==> src/ebpm_pkg.sv <==
// constants for the external bus pin multiplexer
// assumes one 40 MHz core clock; every pin passes a two-flop synchroniser
package ebpm_pkg;
   // captured mode codes, {high, mid, low}
   localparam logic [2:0] MODE_SPEC_SINGLE = 3'h0;
   localparam logic [2:0] MODE_EMUL_NARROW = 3'h1;
   localparam logic [2:0] MODE_SPEC_TEST   = 3'h2;
   localparam logic [2:0] MODE_EMUL_WIDE   = 3'h3;
   localparam logic [2:0] MODE_NORM_SINGLE = 3'h4;
   localparam logic [2:0] MODE_NORM_NARROW = 3'h5;
   localparam logic [2:0] MODE_SPEC_PERIPH = 3'h6;
   localparam logic [2:0] MODE_NORM_WIDE   = 3'h7;
   localparam logic [2:0] MODE_RESET       = 3'h0;
   // strap bit positions
   localparam int MODE_HIGH_BIT = 2;
   localparam int MODE_MID_BIT  = 1;
   localparam int MODE_LOW_BIT  = 0;
   // port e bit positions
   localparam int PE_FREE  = 7;
   localparam int PE_PIPE1 = 6;
   localparam int PE_PIPE0 = 5;
   localparam int PE_BCLK  = 4;
   localparam int PE_LOW_BYTE_STROBE = 3;
   localparam int PE_RW    = 2;
   // timing
   localparam int CLK_PERIOD_NS = 25;
   localparam int HIGH_MIN_NS   = 75;
   localparam logic [3:0] HIGH_MIN_CYC =
      4'((HIGH_MIN_NS + CLK_PERIOD_NS - 1) / CLK_PERIOD_NS);
   localparam logic [1:0] STRAP_WAIT_CYC = 2'h2;
   localparam logic [7:0] BYTE_ZERO = 8'h00;
   localparam logic [7:0] BYTE_ONES = 8'hFF;
endpackage

==> src/ebpm_top.sv <==
// external bus pin multiplexer: mode straps, ports a/b/e muxing, bus clock
// assumes core request fields stay stable from bus_req until bus_ack
`timescale 1ns/10ps
`default_nettype none
module ebpm_top (
   input  wire logic        clk,
   input  wire logic        rstn,
   input  wire logic        single_wire_debug_pin,
   input  wire logic [7:0]  pa_pin_in,
   input  wire logic [7:0]  pb_pin_in,
   input  wire logic [7:0]  pe_pin_in,
   output var  logic [7:0]  pa_pin_out,
   output var  logic [7:0]  pa_pin_oe,
   output var  logic [7:0]  pb_pin_out,
   output var  logic [7:0]  pb_pin_oe,
   output var  logic [7:0]  pe_pin_out,
   output var  logic [7:0]  pe_pin_oe,
   input  wire logic        bus_req,
   input  wire logic [15:0] bus_addr,
   input  wire logic [15:0] bus_wdata,
   input  wire logic        bus_read,
   input  wire logic        bus_byte,
   output var  logic        bus_ack,
   output var  logic [15:0] bus_rdata,
   output var  logic        tag_upper_half,
   input  wire logic        tagging_enable,
   input  wire logic        pipe_status_bit1,
   input  wire logic        pipe_status_bit0,
   input  wire logic        pipe_status_output_enable,
   input  wire logic        system_clock_test,
   input  wire logic        clock_test_enable,
   input  wire logic        internal_visibility_enable,
   input  wire logic        bus_clock_free_run,
   input  wire logic [1:0]  bus_clock_stretch,
   input  wire logic [7:0]  port_a_data_register,
   input  wire logic [7:0]  port_a_direction_register,
   input  wire logic [7:0]  port_b_data_register,
   input  wire logic [7:0]  port_b_direction_register,
   input  wire logic [7:0]  port_e_data_register,
   input  wire logic [7:0]  port_e_direction_register,
   output var  logic        mode_select_high,
   output var  logic        mode_select_mid,
   output var  logic        mode_select_low,
   output var  logic [7:0]  port_a_pin_value,
   output var  logic [7:0]  port_b_pin_value,
   output var  logic [7:0]  port_e_pin_value
);
   typedef enum logic [1:0] {ST_IDLE, ST_LOW, ST_HIGH} ebpm_state_t;

   logic [2:0]  strap_s;
   localparam int PE_IDX6 = ebpm_pkg::PE_PIPE1;
   localparam int PE_IDX5 = ebpm_pkg::PE_PIPE0;
   ebpm_sync #(.W(8)) u_sync_a (.clk(clk), .rstn(rstn), .d(pa_pin_in),
                                .q(port_a_pin_value));
   ebpm_sync #(.W(8)) u_sync_b (.clk(clk), .rstn(rstn), .d(pb_pin_in),
                                .q(port_b_pin_value));
   ebpm_sync #(.W(8)) u_sync_e (.clk(clk), .rstn(rstn), .d(pe_pin_in),
                                .q(port_e_pin_value));
   ebpm_sync #(.W(3)) u_sync_m (.clk(clk), .rstn(rstn),
      .d({single_wire_debug_pin, pe_pin_in[PE_IDX6], pe_pin_in[PE_IDX5]}),
      .q(strap_s));

   // strap capture and mode decode
   logic [2:0]  mode_q, mode_d;
   logic        done_q, done_d;
   logic [1:0]  wait_q, wait_d;
   logic        master, wide, narrow, special, periph;

   always_comb begin
      mode_d = mode_q;
      done_d = done_q;
      wait_d = wait_q;
      if (!done_q) begin
         // pins need the synchroniser depth before they can be trusted
         if (wait_q == ebpm_pkg::STRAP_WAIT_CYC) begin
            mode_d = strap_s;
            done_d = 1'b1;
         end else begin
            wait_d = wait_q + 2'h1;
         end
      end
   end

   always_ff @(posedge clk or negedge rstn) begin
      if (!rstn) begin
         mode_q <= ebpm_pkg::MODE_RESET;
         done_q <= 1'b0;
         wait_q <= 2'h0;
      end else begin
         mode_q <= mode_d;
         done_q <= done_d;
         wait_q <= wait_d;
      end
   end

   assign mode_select_high = mode_q[ebpm_pkg::MODE_HIGH_BIT];
   assign mode_select_mid  = mode_q[ebpm_pkg::MODE_MID_BIT];
   assign mode_select_low  = mode_q[ebpm_pkg::MODE_LOW_BIT];

   always_comb begin
      narrow = (mode_q == ebpm_pkg::MODE_EMUL_NARROW) ||
               (mode_q == ebpm_pkg::MODE_NORM_NARROW);
      wide   = (mode_q == ebpm_pkg::MODE_SPEC_TEST) ||
               (mode_q == ebpm_pkg::MODE_EMUL_WIDE) ||
               (mode_q == ebpm_pkg::MODE_NORM_WIDE);
      periph = (mode_q == ebpm_pkg::MODE_SPEC_PERIPH);
      master = done_q && (narrow || wide);
      special = !mode_q[ebpm_pkg::MODE_HIGH_BIT] || periph;
   end

   // bus cycle sequencer
   ebpm_state_t st_q, st_d;
   logic [3:0]  cnt_q, cnt_d;
   logic        beat_q, beat_d, act_q, act_d, two_q, two_d, wx_q, wx_d;
   logic        rd_q, rd_d, byte_q, byte_d, bus_timing_clock_q, bus_timing_clock_d;
   logic        ack_d, tag_d;
   logic [15:0] addr_q, addr_d, wd_q, wd_d, rdata_d;
   logic [3:0]  high_last;

   always_comb begin
      st_d = st_q;  cnt_d = cnt_q;  beat_d = beat_q;  act_d = act_q;
      two_d = two_q;  wx_d = wx_q;  rd_d = rd_q;  byte_d = byte_q;
      addr_d = addr_q;  wd_d = wd_q;  rdata_d = bus_rdata;
      bus_timing_clock_d = bus_timing_clock_q;  ack_d = 1'b0;  tag_d = 1'b0;
      high_last = ebpm_pkg::HIGH_MIN_CYC - 4'h1 + {2'h0, bus_clock_stretch};
      case (st_q)
         ST_IDLE: begin
            if (master && (bus_req || bus_clock_free_run)) begin
               st_d   = ST_LOW;
               act_d  = bus_req;
               addr_d = bus_addr;
               wd_d   = bus_wdata;
               rd_d   = bus_read;
               byte_d = bus_byte;
               // visible word accesses in emulation narrow use both ports
               wx_d   = !bus_byte && (wide ||
                        (internal_visibility_enable &&
                         mode_q == ebpm_pkg::MODE_EMUL_NARROW));
               two_d  = !bus_byte && !wx_d;
               beat_d = 1'b0;
            end
         end
         ST_LOW: begin
            st_d   = ST_HIGH;
            bus_timing_clock_d = 1'b1;
            cnt_d  = 4'h0;
         end
         ST_HIGH: begin
            cnt_d = cnt_q + 4'h1;
            if (cnt_q >= high_last) begin
               bus_timing_clock_d = 1'b0;
               if (act_q && rd_q) begin
                  if (wx_q) begin
                     rdata_d = {port_a_pin_value, port_b_pin_value};
                  end else if (beat_q || (byte_q && addr_q[0])) begin
                     rdata_d[7:0] = port_a_pin_value;
                  end else begin
                     rdata_d[15:8] = port_a_pin_value;
                  end
                  tag_d = tagging_enable && !beat_q && !strap_s[2];
               end
               if (two_q && !beat_q) begin
                  beat_d = 1'b1;
                  st_d   = ST_LOW;
               end else begin
                  ack_d = act_q;
                  act_d = 1'b0;
                  st_d  = ST_IDLE;
               end
            end
         end
         default: st_d = ST_IDLE;
      endcase
   end

   // pin drive, computed from next state so that pins track the bus clock
   logic [7:0]  pa_d, pa_oe_d, pb_d, pb_oe_d, pe_d, pe_oe_d;
   logic [15:0] pin_addr;

   always_comb begin
      pin_addr = {addr_d[15:1], addr_d[0] | beat_d};
      pa_d = port_a_data_register;
      pa_oe_d = port_a_direction_register;
      pb_d = port_b_data_register;
      pb_oe_d = port_b_direction_register;
      pe_d = port_e_data_register;
      pe_oe_d = port_e_direction_register;
      pe_oe_d[1:0] = 2'h0;
      pe_d[1:0] = 2'h0;
      if (!done_q || periph) begin
         // before the straps are caught nothing may load the mode pins
         pa_oe_d = ebpm_pkg::BYTE_ZERO;
         pb_oe_d = ebpm_pkg::BYTE_ZERO;
      end else if (master) begin
         pa_d = pin_addr[15:8];
         pb_d = pin_addr[7:0];
         pa_oe_d = ebpm_pkg::BYTE_ONES;
         pb_oe_d = ebpm_pkg::BYTE_ONES;
         if (st_d == ST_HIGH && act_d) begin
            if (wx_d) begin
               pa_d = wd_d[15:8];
               pb_d = wd_d[7:0];
               pb_oe_d = rd_d ? ebpm_pkg::BYTE_ZERO : ebpm_pkg::BYTE_ONES;
            end else begin
               pa_d = pin_addr[0] ? wd_d[7:0] : wd_d[15:8];
            end
            pa_oe_d = rd_d ? ebpm_pkg::BYTE_ZERO : ebpm_pkg::BYTE_ONES;
         end
      end
      if (!done_q) begin
         pe_oe_d = ebpm_pkg::BYTE_ZERO;
      end else begin
         if (master) begin
            pe_d[ebpm_pkg::PE_FREE]  = !act_d;
            pe_d[ebpm_pkg::PE_BCLK]  = bus_timing_clock_d;
            pe_d[ebpm_pkg::PE_LOW_BYTE_STROBE] = !wx_d;
            pe_d[ebpm_pkg::PE_RW]    = !act_d || rd_d;
            pe_oe_d[ebpm_pkg::PE_FREE]  = 1'b1;
            pe_oe_d[ebpm_pkg::PE_BCLK]  = 1'b1;
            pe_oe_d[ebpm_pkg::PE_LOW_BYTE_STROBE] = 1'b1;
            pe_oe_d[ebpm_pkg::PE_RW]    = 1'b1;
         end else if (periph) begin
            // the tester drives size and direction in this mode
            pe_oe_d[ebpm_pkg::PE_LOW_BYTE_STROBE] = 1'b0;
            pe_oe_d[ebpm_pkg::PE_RW]    = 1'b0;
         end
         if (pipe_status_output_enable) begin
            pe_d[ebpm_pkg::PE_PIPE1]    = pipe_status_bit1;
            pe_d[ebpm_pkg::PE_PIPE0]    = pipe_status_bit0;
            pe_oe_d[ebpm_pkg::PE_PIPE1] = 1'b1;
            pe_oe_d[ebpm_pkg::PE_PIPE0] = 1'b1;
         end else if (special && clock_test_enable) begin
            pe_d[ebpm_pkg::PE_PIPE1]    = system_clock_test;
            pe_oe_d[ebpm_pkg::PE_PIPE1] = 1'b1;
         end
      end
   end

   always_ff @(posedge clk or negedge rstn) begin
      if (!rstn) begin
         st_q <= ST_IDLE;  cnt_q <= 4'h0;  beat_q <= 1'b0;  act_q <= 1'b0;
         two_q <= 1'b0;  wx_q <= 1'b0;  rd_q <= 1'b1;  byte_q <= 1'b0;
         addr_q <= 16'h0000;  wd_q <= 16'h0000;  bus_timing_clock_q <= 1'b0;
         bus_ack <= 1'b0;  bus_rdata <= 16'h0000;  tag_upper_half <= 1'b0;
         pa_pin_out <= 8'h00;  pa_pin_oe <= 8'h00;
         pb_pin_out <= 8'h00;  pb_pin_oe <= 8'h00;
         pe_pin_out <= 8'h00;  pe_pin_oe <= 8'h00;
      end else begin
         st_q <= st_d;  cnt_q <= cnt_d;  beat_q <= beat_d;  act_q <= act_d;
         two_q <= two_d;  wx_q <= wx_d;  rd_q <= rd_d;  byte_q <= byte_d;
         addr_q <= addr_d;  wd_q <= wd_d;  bus_timing_clock_q <= bus_timing_clock_d;
         bus_ack <= ack_d;  bus_rdata <= rdata_d;  tag_upper_half <= tag_d;
         pa_pin_out <= pa_d;  pa_pin_oe <= pa_oe_d;
         pb_pin_out <= pb_d;  pb_pin_oe <= pb_oe_d;
         pe_pin_out <= pe_d;  pe_pin_oe <= pe_oe_d;
      end
   end

   // checks
   property p_mode_high;
      @(posedge clk) disable iff (!rstn)
      $rose(done_q) |-> mode_select_high == $past(strap_s[2]);
   endproperty
   a_mode_high: assert property (p_mode_high)
      else $error("mode high bit not captured from strap");
   property p_mode_mid;
      @(posedge clk) disable iff (!rstn)
      $rose(done_q) |-> mode_select_mid == $past(strap_s[1]);
   endproperty
   a_mode_mid: assert property (p_mode_mid)
      else $error("mode mid bit not captured from strap");
   property p_mode_low;
      @(posedge clk) disable iff (!rstn)
      $rose(done_q) |-> mode_select_low == $past(strap_s[0]);
   endproperty
   a_mode_low: assert property (p_mode_low)
      else $error("mode low bit not captured from strap");
   property p_mode_hold;
      @(posedge clk) disable iff (!rstn)
      done_q |=> done_q && $stable(mode_q);
   endproperty
   a_mode_hold: assert property (p_mode_hold)
      else $error("mode bits changed after capture");
   property p_addr_low;
      @(posedge clk) disable iff (!rstn)
      st_q == ST_LOW |-> pa_pin_oe == 8'hFF && !bus_timing_clock_q &&
         pa_pin_out == {addr_q[15:8]} && pb_pin_oe == 8'hFF;
   endproperty
   a_addr_low: assert property (p_addr_low)
      else $error("address not driven in low phase");
   property p_turn;
      @(posedge clk) disable iff (!rstn)
      st_q == ST_LOW |=> bus_timing_clock_q && st_q == ST_HIGH;
   endproperty
   a_turn: assert property (p_turn)
      else $error("bus clock did not rise after address phase");
   property p_read_dir;
      @(posedge clk) disable iff (!rstn)
      st_q == ST_HIGH && act_q && rd_q |-> pa_pin_oe == 8'h00 &&
         pe_pin_out[ebpm_pkg::PE_RW];
   endproperty
   a_read_dir: assert property (p_read_dir)
      else $error("port a driven during read data phase");
   property p_pipe;
      @(posedge clk) disable iff (!rstn)
      done_q && pipe_status_output_enable |=> pe_pin_oe[6] &&
         pe_pin_out[6] == $past(pipe_status_bit1) &&
         pe_pin_out[5] == $past(pipe_status_bit0);
   endproperty
   a_pipe: assert property (p_pipe)
      else $error("pipe status not on port e");
   property p_free;
      @(posedge clk) disable iff (!rstn)
      master && $past(master) |-> pe_pin_out[7] == !act_q;
   endproperty
   a_free: assert property (p_free)
      else $error("free cycle indicator wrong");
   property p_high_len;
      @(posedge clk) disable iff (!rstn)
      $rose(bus_timing_clock_q) |-> bus_timing_clock_q [*3];
   endproperty
   a_high_len: assert property (p_high_len)
      else $error("bus clock high phase too short");
   c_wide_write: cover property (@(posedge clk) disable iff (!rstn)
      bus_ack && wx_q && !rd_q);
   c_narrow_read: cover property (@(posedge clk) disable iff (!rstn)
      bus_ack && two_q && rd_q);
   c_tag: cover property (@(posedge clk) disable iff (!rstn)
      tag_upper_half);
endmodule // ebpm_top
`default_nettype wire

==> src/ebpm_sync.sv <==
// two-flop synchroniser for pin inputs
// assumes d is asynchronous to clk; only q may be read
`timescale 1ns/10ps
`default_nettype none
module ebpm_sync #(
   parameter int W = 8
) (
   input  wire logic         clk,
   input  wire logic         rstn,
   input  wire logic [W-1:0] d,
   output var  logic [W-1:0] q
);
   logic [W-1:0] meta_q;
   always_ff @(posedge clk or negedge rstn) begin
      if (!rstn) begin
         meta_q <= '0;
         q      <= '0;
      end else begin
         meta_q <= d;
         q      <= meta_q;
      end
   end
endmodule // ebpm_sync
`default_nettype wire

==> config.mk <==
export PLATFORM = sky130hd
export DESIGN_NAME = ebpm_top
export DESIGN_NICKNAME = d
export VERILOG_FILES = /design/src/ebpm_pkg.sv /design/src/ebpm_top.sv /design/src/ebpm_sync.sv
export SDC_FILE = /design/constraint.sdc
export NUM_CORES = 1
export LEC_CHECK = 0
export BUFFER_PORTS_ARGS = -buffer_cell sky130_fd_sc_hd__buf_2
export CORE_MARGIN = 3
export CORE_UTILIZATION = 52
export CTS_BUF_LIST = sky130_fd_sc_hd__clkbuf_4 sky130_fd_sc_hd__clkbuf_8
export DETAILED_ROUTE_END_ITERATION = 10
export PLACE_DENSITY = 0.83
export RECOVER_POWER = 100
export SYNTH_ARGS = -nofsm -noshare
export SYNTH_HDL_FRONTEND = slang
export SYNTH_SLANG_ARGS = --single-unit
==> constraint.sdc <==
create_clock -name clk -period 2.5 [get_ports clk]
set_input_delay 0 -clock clk [delete_from_list [all_inputs] [get_ports clk]]
set_output_delay 0 -clock clk [all_outputs]
set_load 0.1 [all_outputs]
After elaboration in Yosys (flattened, before gate mapping):

Cells that the tools add are included.

* register bits: 167
* bits of input ports: 120
* output and inout port bits: 93
* logic and storage cells: 153

* add/sub/neg operators: 3
* $lt $le $gt $ge: 1
* equal/unequal tests: 11
* multiplexer cells: 65
* bitwise logic cells: 3
* reductions and logical operators: 38

Operator list (count)
* 8-bit two-way mux: 19
* 16-bit two-way mux: 5
* 1-bit two-way mux: 29
* 1-bit logical AND: 12
* 6-bit two-way mux: 2
* 1-bit logical OR: 10
* 3-bit equality test, second input constant: 3
* 1-bit zero test: 8
* 2-bit two-way mux: 4
* 4-bit one-hot mux with 2 select lines: 1
* 4-bit AND reduction: 2
* 2-bit equality test, second input constant: 3
* 3-bit by 2-bit equality test with 1-bit output, second input constant: 2
* 1-bit one-hot mux with 2 select lines: 3
* 2-bit one-hot mux with 3 select lines: 1
* 2-bit AND reduction: 3
* 4-bit by 1-bit adder with 4-bit output, second input constant: 1
* 4-bit by 3-bit greater-or-equal comparator with 1-bit output: 1
* 2-bit nonzero test: 2
* 2-bit by 2-bit adder with 3-bit output, first input constant: 1
* 3-bit by 1-bit equality test with 1-bit output, second input constant: 1
* 3-bit two-way mux: 1
* 2-bit by 1-bit adder with 2-bit output, second input constant: 1
* 2-bit by 1-bit equality test with 1-bit output, second input constant: 1
* other kinds (4): 5

Depth between registers and ports, before layout:

* word-level depth: 14
* mapped depth: 11
* gate-level depth less buffers: 9

By module:

Synthesis repeated with hierarchy kept, for this count alone.

* cells, all modules: 450
* area, all modules: 6226.0 um^2

By module, submodules not included
* ebpm_top: instances 1, cells an instance 396, area each 4874.7 um^2, sequential area each 2829.0 um^2
* ebpm_sync at u_sync_a ...: instances 3, cells an instance 16, area each 400.4 um^2, sequential area each 400.4 um^2
* ebpm_sync at u_sync_m: instances 1, cells an instance 6, area each 150.1 um^2, sequential area each 150.1 um^2

Worst setup path before layout:

No wires, ideal clock.

* path kind: reg2reg
* start point: reg mode_q[1]
* end point: reg pb_pin_oe[0]
* setup time: 65 ps
* arrival: 2544 ps
* slack: -109 ps
* stages on the path, launching flop included: 10
* path buffers: 2
* cell sequence: dfrtp_1 > nor2b_4 > o21a_1 > buf_4 > a21oi_1 > a311o_1 > and3_1 > buf_6 > a31oi_4 > a21o_1

RTL lines
* start: declaration: RTL line ebpm_top.sv:64 `logic [2:0] mode_q, mode_d;`
* start signal: assignment: RTL line ebpm_top.sv:86 `mode_q <= ebpm_pkg::MODE_RESET;`
* start signal: assignment: RTL line ebpm_top.sv:90 `mode_q <= mode_d;`
* 3-bit by 2-bit equality test with 1-bit output (on tied branches): RTL line ebpm_top.sv:103, ebpm_top.sv:104
* 1-bit logical OR: RTL line ebpm_top.sv:103 `wide = (mode_q == ebpm_pkg::MODE_SPEC_TEST) ||`
* 1-bit logical OR: RTL line ebpm_top.sv:104 `(mode_q == ebpm_pkg::MODE_EMUL_WIDE) ||`
* 1-bit logical OR (*): RTL line ebpm_top.sv:107 `master = done_q && (narrow || wide);`
* 1-bit logical AND (*): RTL line ebpm_top.sv:107
* 1-bit logical AND (*): RTL line ebpm_top.sv:128 `if (master && (bus_req || bus_clock_free_run)) begin`
* 1-bit two-way mux (*): RTL line ebpm_top.sv:128
* 1-bit one-hot mux with 2 select lines (*): RTL line ebpm_top.sv:126 `case (st_q)`
* net act_d: RTL line ebpm_top.sv:114 `logic beat_q, beat_d, act_q, act_d, two_q, two_d, wx_q, wx_d;`
* 1-bit logical AND (*): RTL line ebpm_top.sv:199 `if (st_d == ST_HIGH && act_d) begin`
* 8-bit two-way mux (*): RTL line ebpm_top.sv:199
* 8-bit two-way mux (*): RTL line ebpm_top.sv:194 `end else if (master) begin`
* 8-bit two-way mux (*): RTL line ebpm_top.sv:190 `if (!done_q || periph) begin`
* net pb_oe_d[0]: RTL line ebpm_top.sv:177 `logic [7:0] pa_d, pa_oe_d, pb_d, pb_oe_d, pe_d, pe_oe_d;`
* end signal: assignment: RTL line ebpm_top.sv:254 `pb_pin_out <= pb_d; pb_pin_oe <= pb_oe_d;`
* end: declaration: RTL line ebpm_top.sv:15 `output var logic [7:0] pb_pin_oe,`

Mark *: on every way through the listed nets, which the timed path passes. The rest lies on a longest branch.
A chain may end at the register's enable or synchronous reset.

Final worst setup path:

* start point: reg mode_q[0]
* end point: reg pe_pin_out[6]

* longest elaborated chain between the ends: 6

RTL lines
* 3-bit equality test: RTL line ebpm_top.sv:106 `periph = (mode_q == ebpm_pkg::MODE_SPEC_PERIPH);`
* 1-bit logical OR: RTL line ebpm_top.sv:108 `special = !mode_q[ebpm_pkg::MODE_HIGH_BIT] || periph;`
* 1-bit logical AND: RTL line ebpm_top.sv:232 `end else if (special && clock_test_enable) begin`
* 1-bit two-way mux: RTL line ebpm_top.sv:232
* 1-bit two-way mux: RTL line ebpm_top.sv:227 `if (pipe_status_output_enable) begin`
* 6-bit two-way mux: RTL line ebpm_top.sv:210 `if (!done_q) begin`
* net pe_d[6]: RTL line ebpm_top.sv:177
* end signal: assignment: RTL line ebpm_top.sv:255 `pe_pin_out <= pe_d; pe_pin_oe <= pe_oe_d;`
* end: declaration: RTL line ebpm_top.sv:16 `output var logic [7:0] pe_pin_out,`

The timed path passes the listed nets, and every way through them passes these cells.

==> impl_metrics.toml <==
[die]
die_w_um = 115
num_rows = 39
die_area_um2 = 13200
initial_core_util_pct = 53.5
ioPinCount = 213
die_h_um = 115
core_area_um2 = 11500

[global_routing]
antenna_found_initial = 2
grt_pass1_wl_mm = 27.8
grt_max_degree = 67
grt_pass1_vias = 5511
track_usage_pct = 27.5
grt_overflow_total = 0

[routing]
routed_wl_mm = 17.5
viasPerCell = 5.29
post_drt_wl_per_cell_um = 18.5
ant_nets = 0
first_pass_iters = 5
vias = 4998
drt_iter0_markers = 344
drc_errors = 0

[setup_path]
rr_worst_depth = 7
cp-end-kind = "flop"
start_kind = "flop"
path_class = "reg2reg"
worst_ep_arrival_time_ns = 2.73
cp_max_fo = 10
crit_required_ns = 2.83

[placement]
dp_cells = 796
routabilityCongestion = 0.868
hpwlAfterDp_mm = 10.6
pre_cts_slack_ns = 0.0997
port_buffers = 204

[clocking]
h-tree-depth = 4
clk_path_buf_depth = 2
insertion_delay_ns = 0.44
cts-root-buf = "clkbuf_8"
numCtsBuffers = 17
clock-sinks = 163
cts.clk_slew.worst_paths_ns = 0.09
cts_tree = "yes"

[synth]
post-synth-top-area-cell = "dfrtp_1"
synthTopCellsByArea = "dfrtp_1, mux2_2, mux2i_1, nand2_1, a21o_1"
yosysSeqAreaShare_pct = 66.2
syn_area_um2 = 6160
synth-async-reset-ratio_pct = 100
synth_cells = 456
syn_area_per_cell_um2 = 13.5
synth_top_area_share_pct = 65.8
synth-edff-count = 0
synth_seq_cells = 163
synthFlopType = "dfrtp_1"
ys_types = 46
synth_warnings = 0

[pwr]
ir_worst_vdd_mv = 0.723
power_density_nw_per_um2 = 1140
leakagePower_nw = 4.08

[run]
drv_cap = 1

[timing]
slew_viol_final = 67
hold_viol = 0
fin_crit_ns = 2.40
setup_viol_count_final = 0
tightest_slew_ns = 1.58
slew_headroom_pct = -5.60
fin_crit_sh_pct = 95.9
holdWs_ns = 0.152
setup_tns_ns = 0
skew_ns = 0.0153
max_freq_ghz = 0.417
grt_setup_unrepaired = "false"
setup_ws_ns = 0.102

[run_status]
status = "finished, violations left"
failed_checks = "max-capacitance violations, max-slew violations"

[final_layout]
regArea_um2 = 4080
post_route_cells_drive_above_1_share_pct = 24.4
final_cells = 945
top_regs = "addr_q: 16 flops, bus_rdata: 16 flops, wd_q: 16 flops"
nNetsFinal = 914
multi_input_area_um2 = 1930
syn_to_final_growth_pct = 43.2
fillCellCount = 718

[min_path]
hold_class = "in2reg"
hold_depth = 4
kinds of logic after synthesis:
logic type | synth area share (%)
other | 0.0609
AO/OA/AOI/OAI | 9.81
XOR/XNOR | 0.142
flip-flops | 66.2
AND/OR/NAND/NOR | 7.13
buffers and inverters | 3.47
adder cells (fa/ha/maj) | 1.83
multiplexers | 11.3
layout make-up:
class / count / share of cell area (%)
antenna: 4 / 0.113
clock buffer: 20 / 3.12
clock inverter: 12 / 1.38
inverter: 12 / 0.511
multi-input combinational: 256 / 21.8
sequential: 163 / 46.3
tap: 143 / 2.03
timing repair buffer: 335 / 24.7
Yosys cell counts (2+ instances only):
| cell type | n |
|---|---|
| a211oi_1 | 2 |
| a21o_1 | 18 |
| a21oi_1 | 8 |
| a2bb2oi_1 | 8 |
| a31oi_1 | 2 |
| buf_2 | 9 |
| buf_4 | 10 |
| buf_6 | 2 |
| clkbuf_1 | 7 |
| dfrtp_1 | 162 |
| ha_1 | 9 |
| inv_1 | 12 |
| mux2_2 | 45 |
| mux2i_1 | 19 |
| nand2_1 | 42 |
| nand2b_1 | 2 |
| nand3_1 | 17 |
| nand4_1 | 7 |
| nor2_1 | 6 |
| nor2b_1 | 3 |
| nor3b_1 | 3 |
| o21a_1 | 6 |
| o21ai_0 | 27 |
| o21ai_1 | 6 |
| o22ai_1 | 2 |
| or2_2 | 2 |
critical path: stages (launching register included):
cell,delay [ns]
dfrtp_2,0.51
nand2b_1,0.18
a21boi_0,0.16
o21ai_0,0.15
nand2_1,0.11
dlygate4sd3_1,0.54
o21ai_0,0.06
dlygate4sd3_1,0.58
stage by stage:
step / cell area (um2) / power (mW) / utilization, %
floorplan: 6170 / 7.11 / -
global placement: 7380 / 7.92 / 64.1
detailed placement: 7380 / 8.03 / 64.1
CTS: 8900 / 10.0 / 77.3
global route: 8820 / 10.5 / 76.6
finish: 8820 / 10.0 / 76.6
report_power, final:
part	leakage (nW)	switching, mW	internal [mW]
Combinational	1.96	3.45	1.13
Clock	0.194	0.997	0.886
Sequential	1.93	0.282	3.28
Total	4.08	4.73	5.30
layout by cell type (no fill, tap or decap), drive strengths merged, types with 2 or more instances in the layout:
| master | count |
|---|---|
| dfrtp | 162 |
| buf | 125 |
| clkbuf | 118 |
| dlygate4sd3 | 112 |
| mux2 | 45 |
| nand2 | 42 |
| o21ai | 34 |
| mux2i | 19 |
| a21o | 18 |
| nand3 | 17 |
| inv | 16 |
| ha | 9 |
| a21oi | 9 |
| a2bb2oi | 8 |
| nand4 | 8 |
| nor2 | 6 |
| o21a | 6 |
| diode | 4 |
| conb | 4 |
| nor2b | 4 |
| clkinv | 4 |
| nor3b | 3 |
| clkinvlp | 3 |
| a31oi | 3 |
| nand2b | 2 |
| o22ai | 2 |
| or2 | 2 |
| a211oi | 2 |
metal layers:
metal  global-route usage, %  vias to the layer above  wire (um)
met2                    47.7                      228       9110
met1                    30.5                     2452       6460
met3                    6.63                       83        862
met4                    17.1                        0       1070
met5                       0                        -          0
li1                        -                     2235          -
final timing paths:
check | startpoint | endpoint | slack, ns
max in group asynchronous | rstn | bus_rdata[11] | 0.50
min in group asynchronous | rstn | addr_q[6] | 0.46
worst min register to register | u_sync_e.meta_q[2] | u_sync_e.q[2] | 0.35
worst min-delay path | bus_clock_free_run | act_q | 0.15
worst max-delay path | mode_q[0] | pe_pin_out[6] | 0.10
worst max register to register | mode_q[0] | pe_pin_out[6] | 0.10
repair_timing:
| item | CTS | global route |
|---|---|---|
| buffers inserted | 0 | 1 |
| resized for setup | 0 | 10 |
| hold endpoints to repair | 174 | 0 |
| hold buffers | 112 | 0 |
| setup endpoints to repair | 0 | 32 |
No activity file was read; power rests on OpenSTA's default activity.
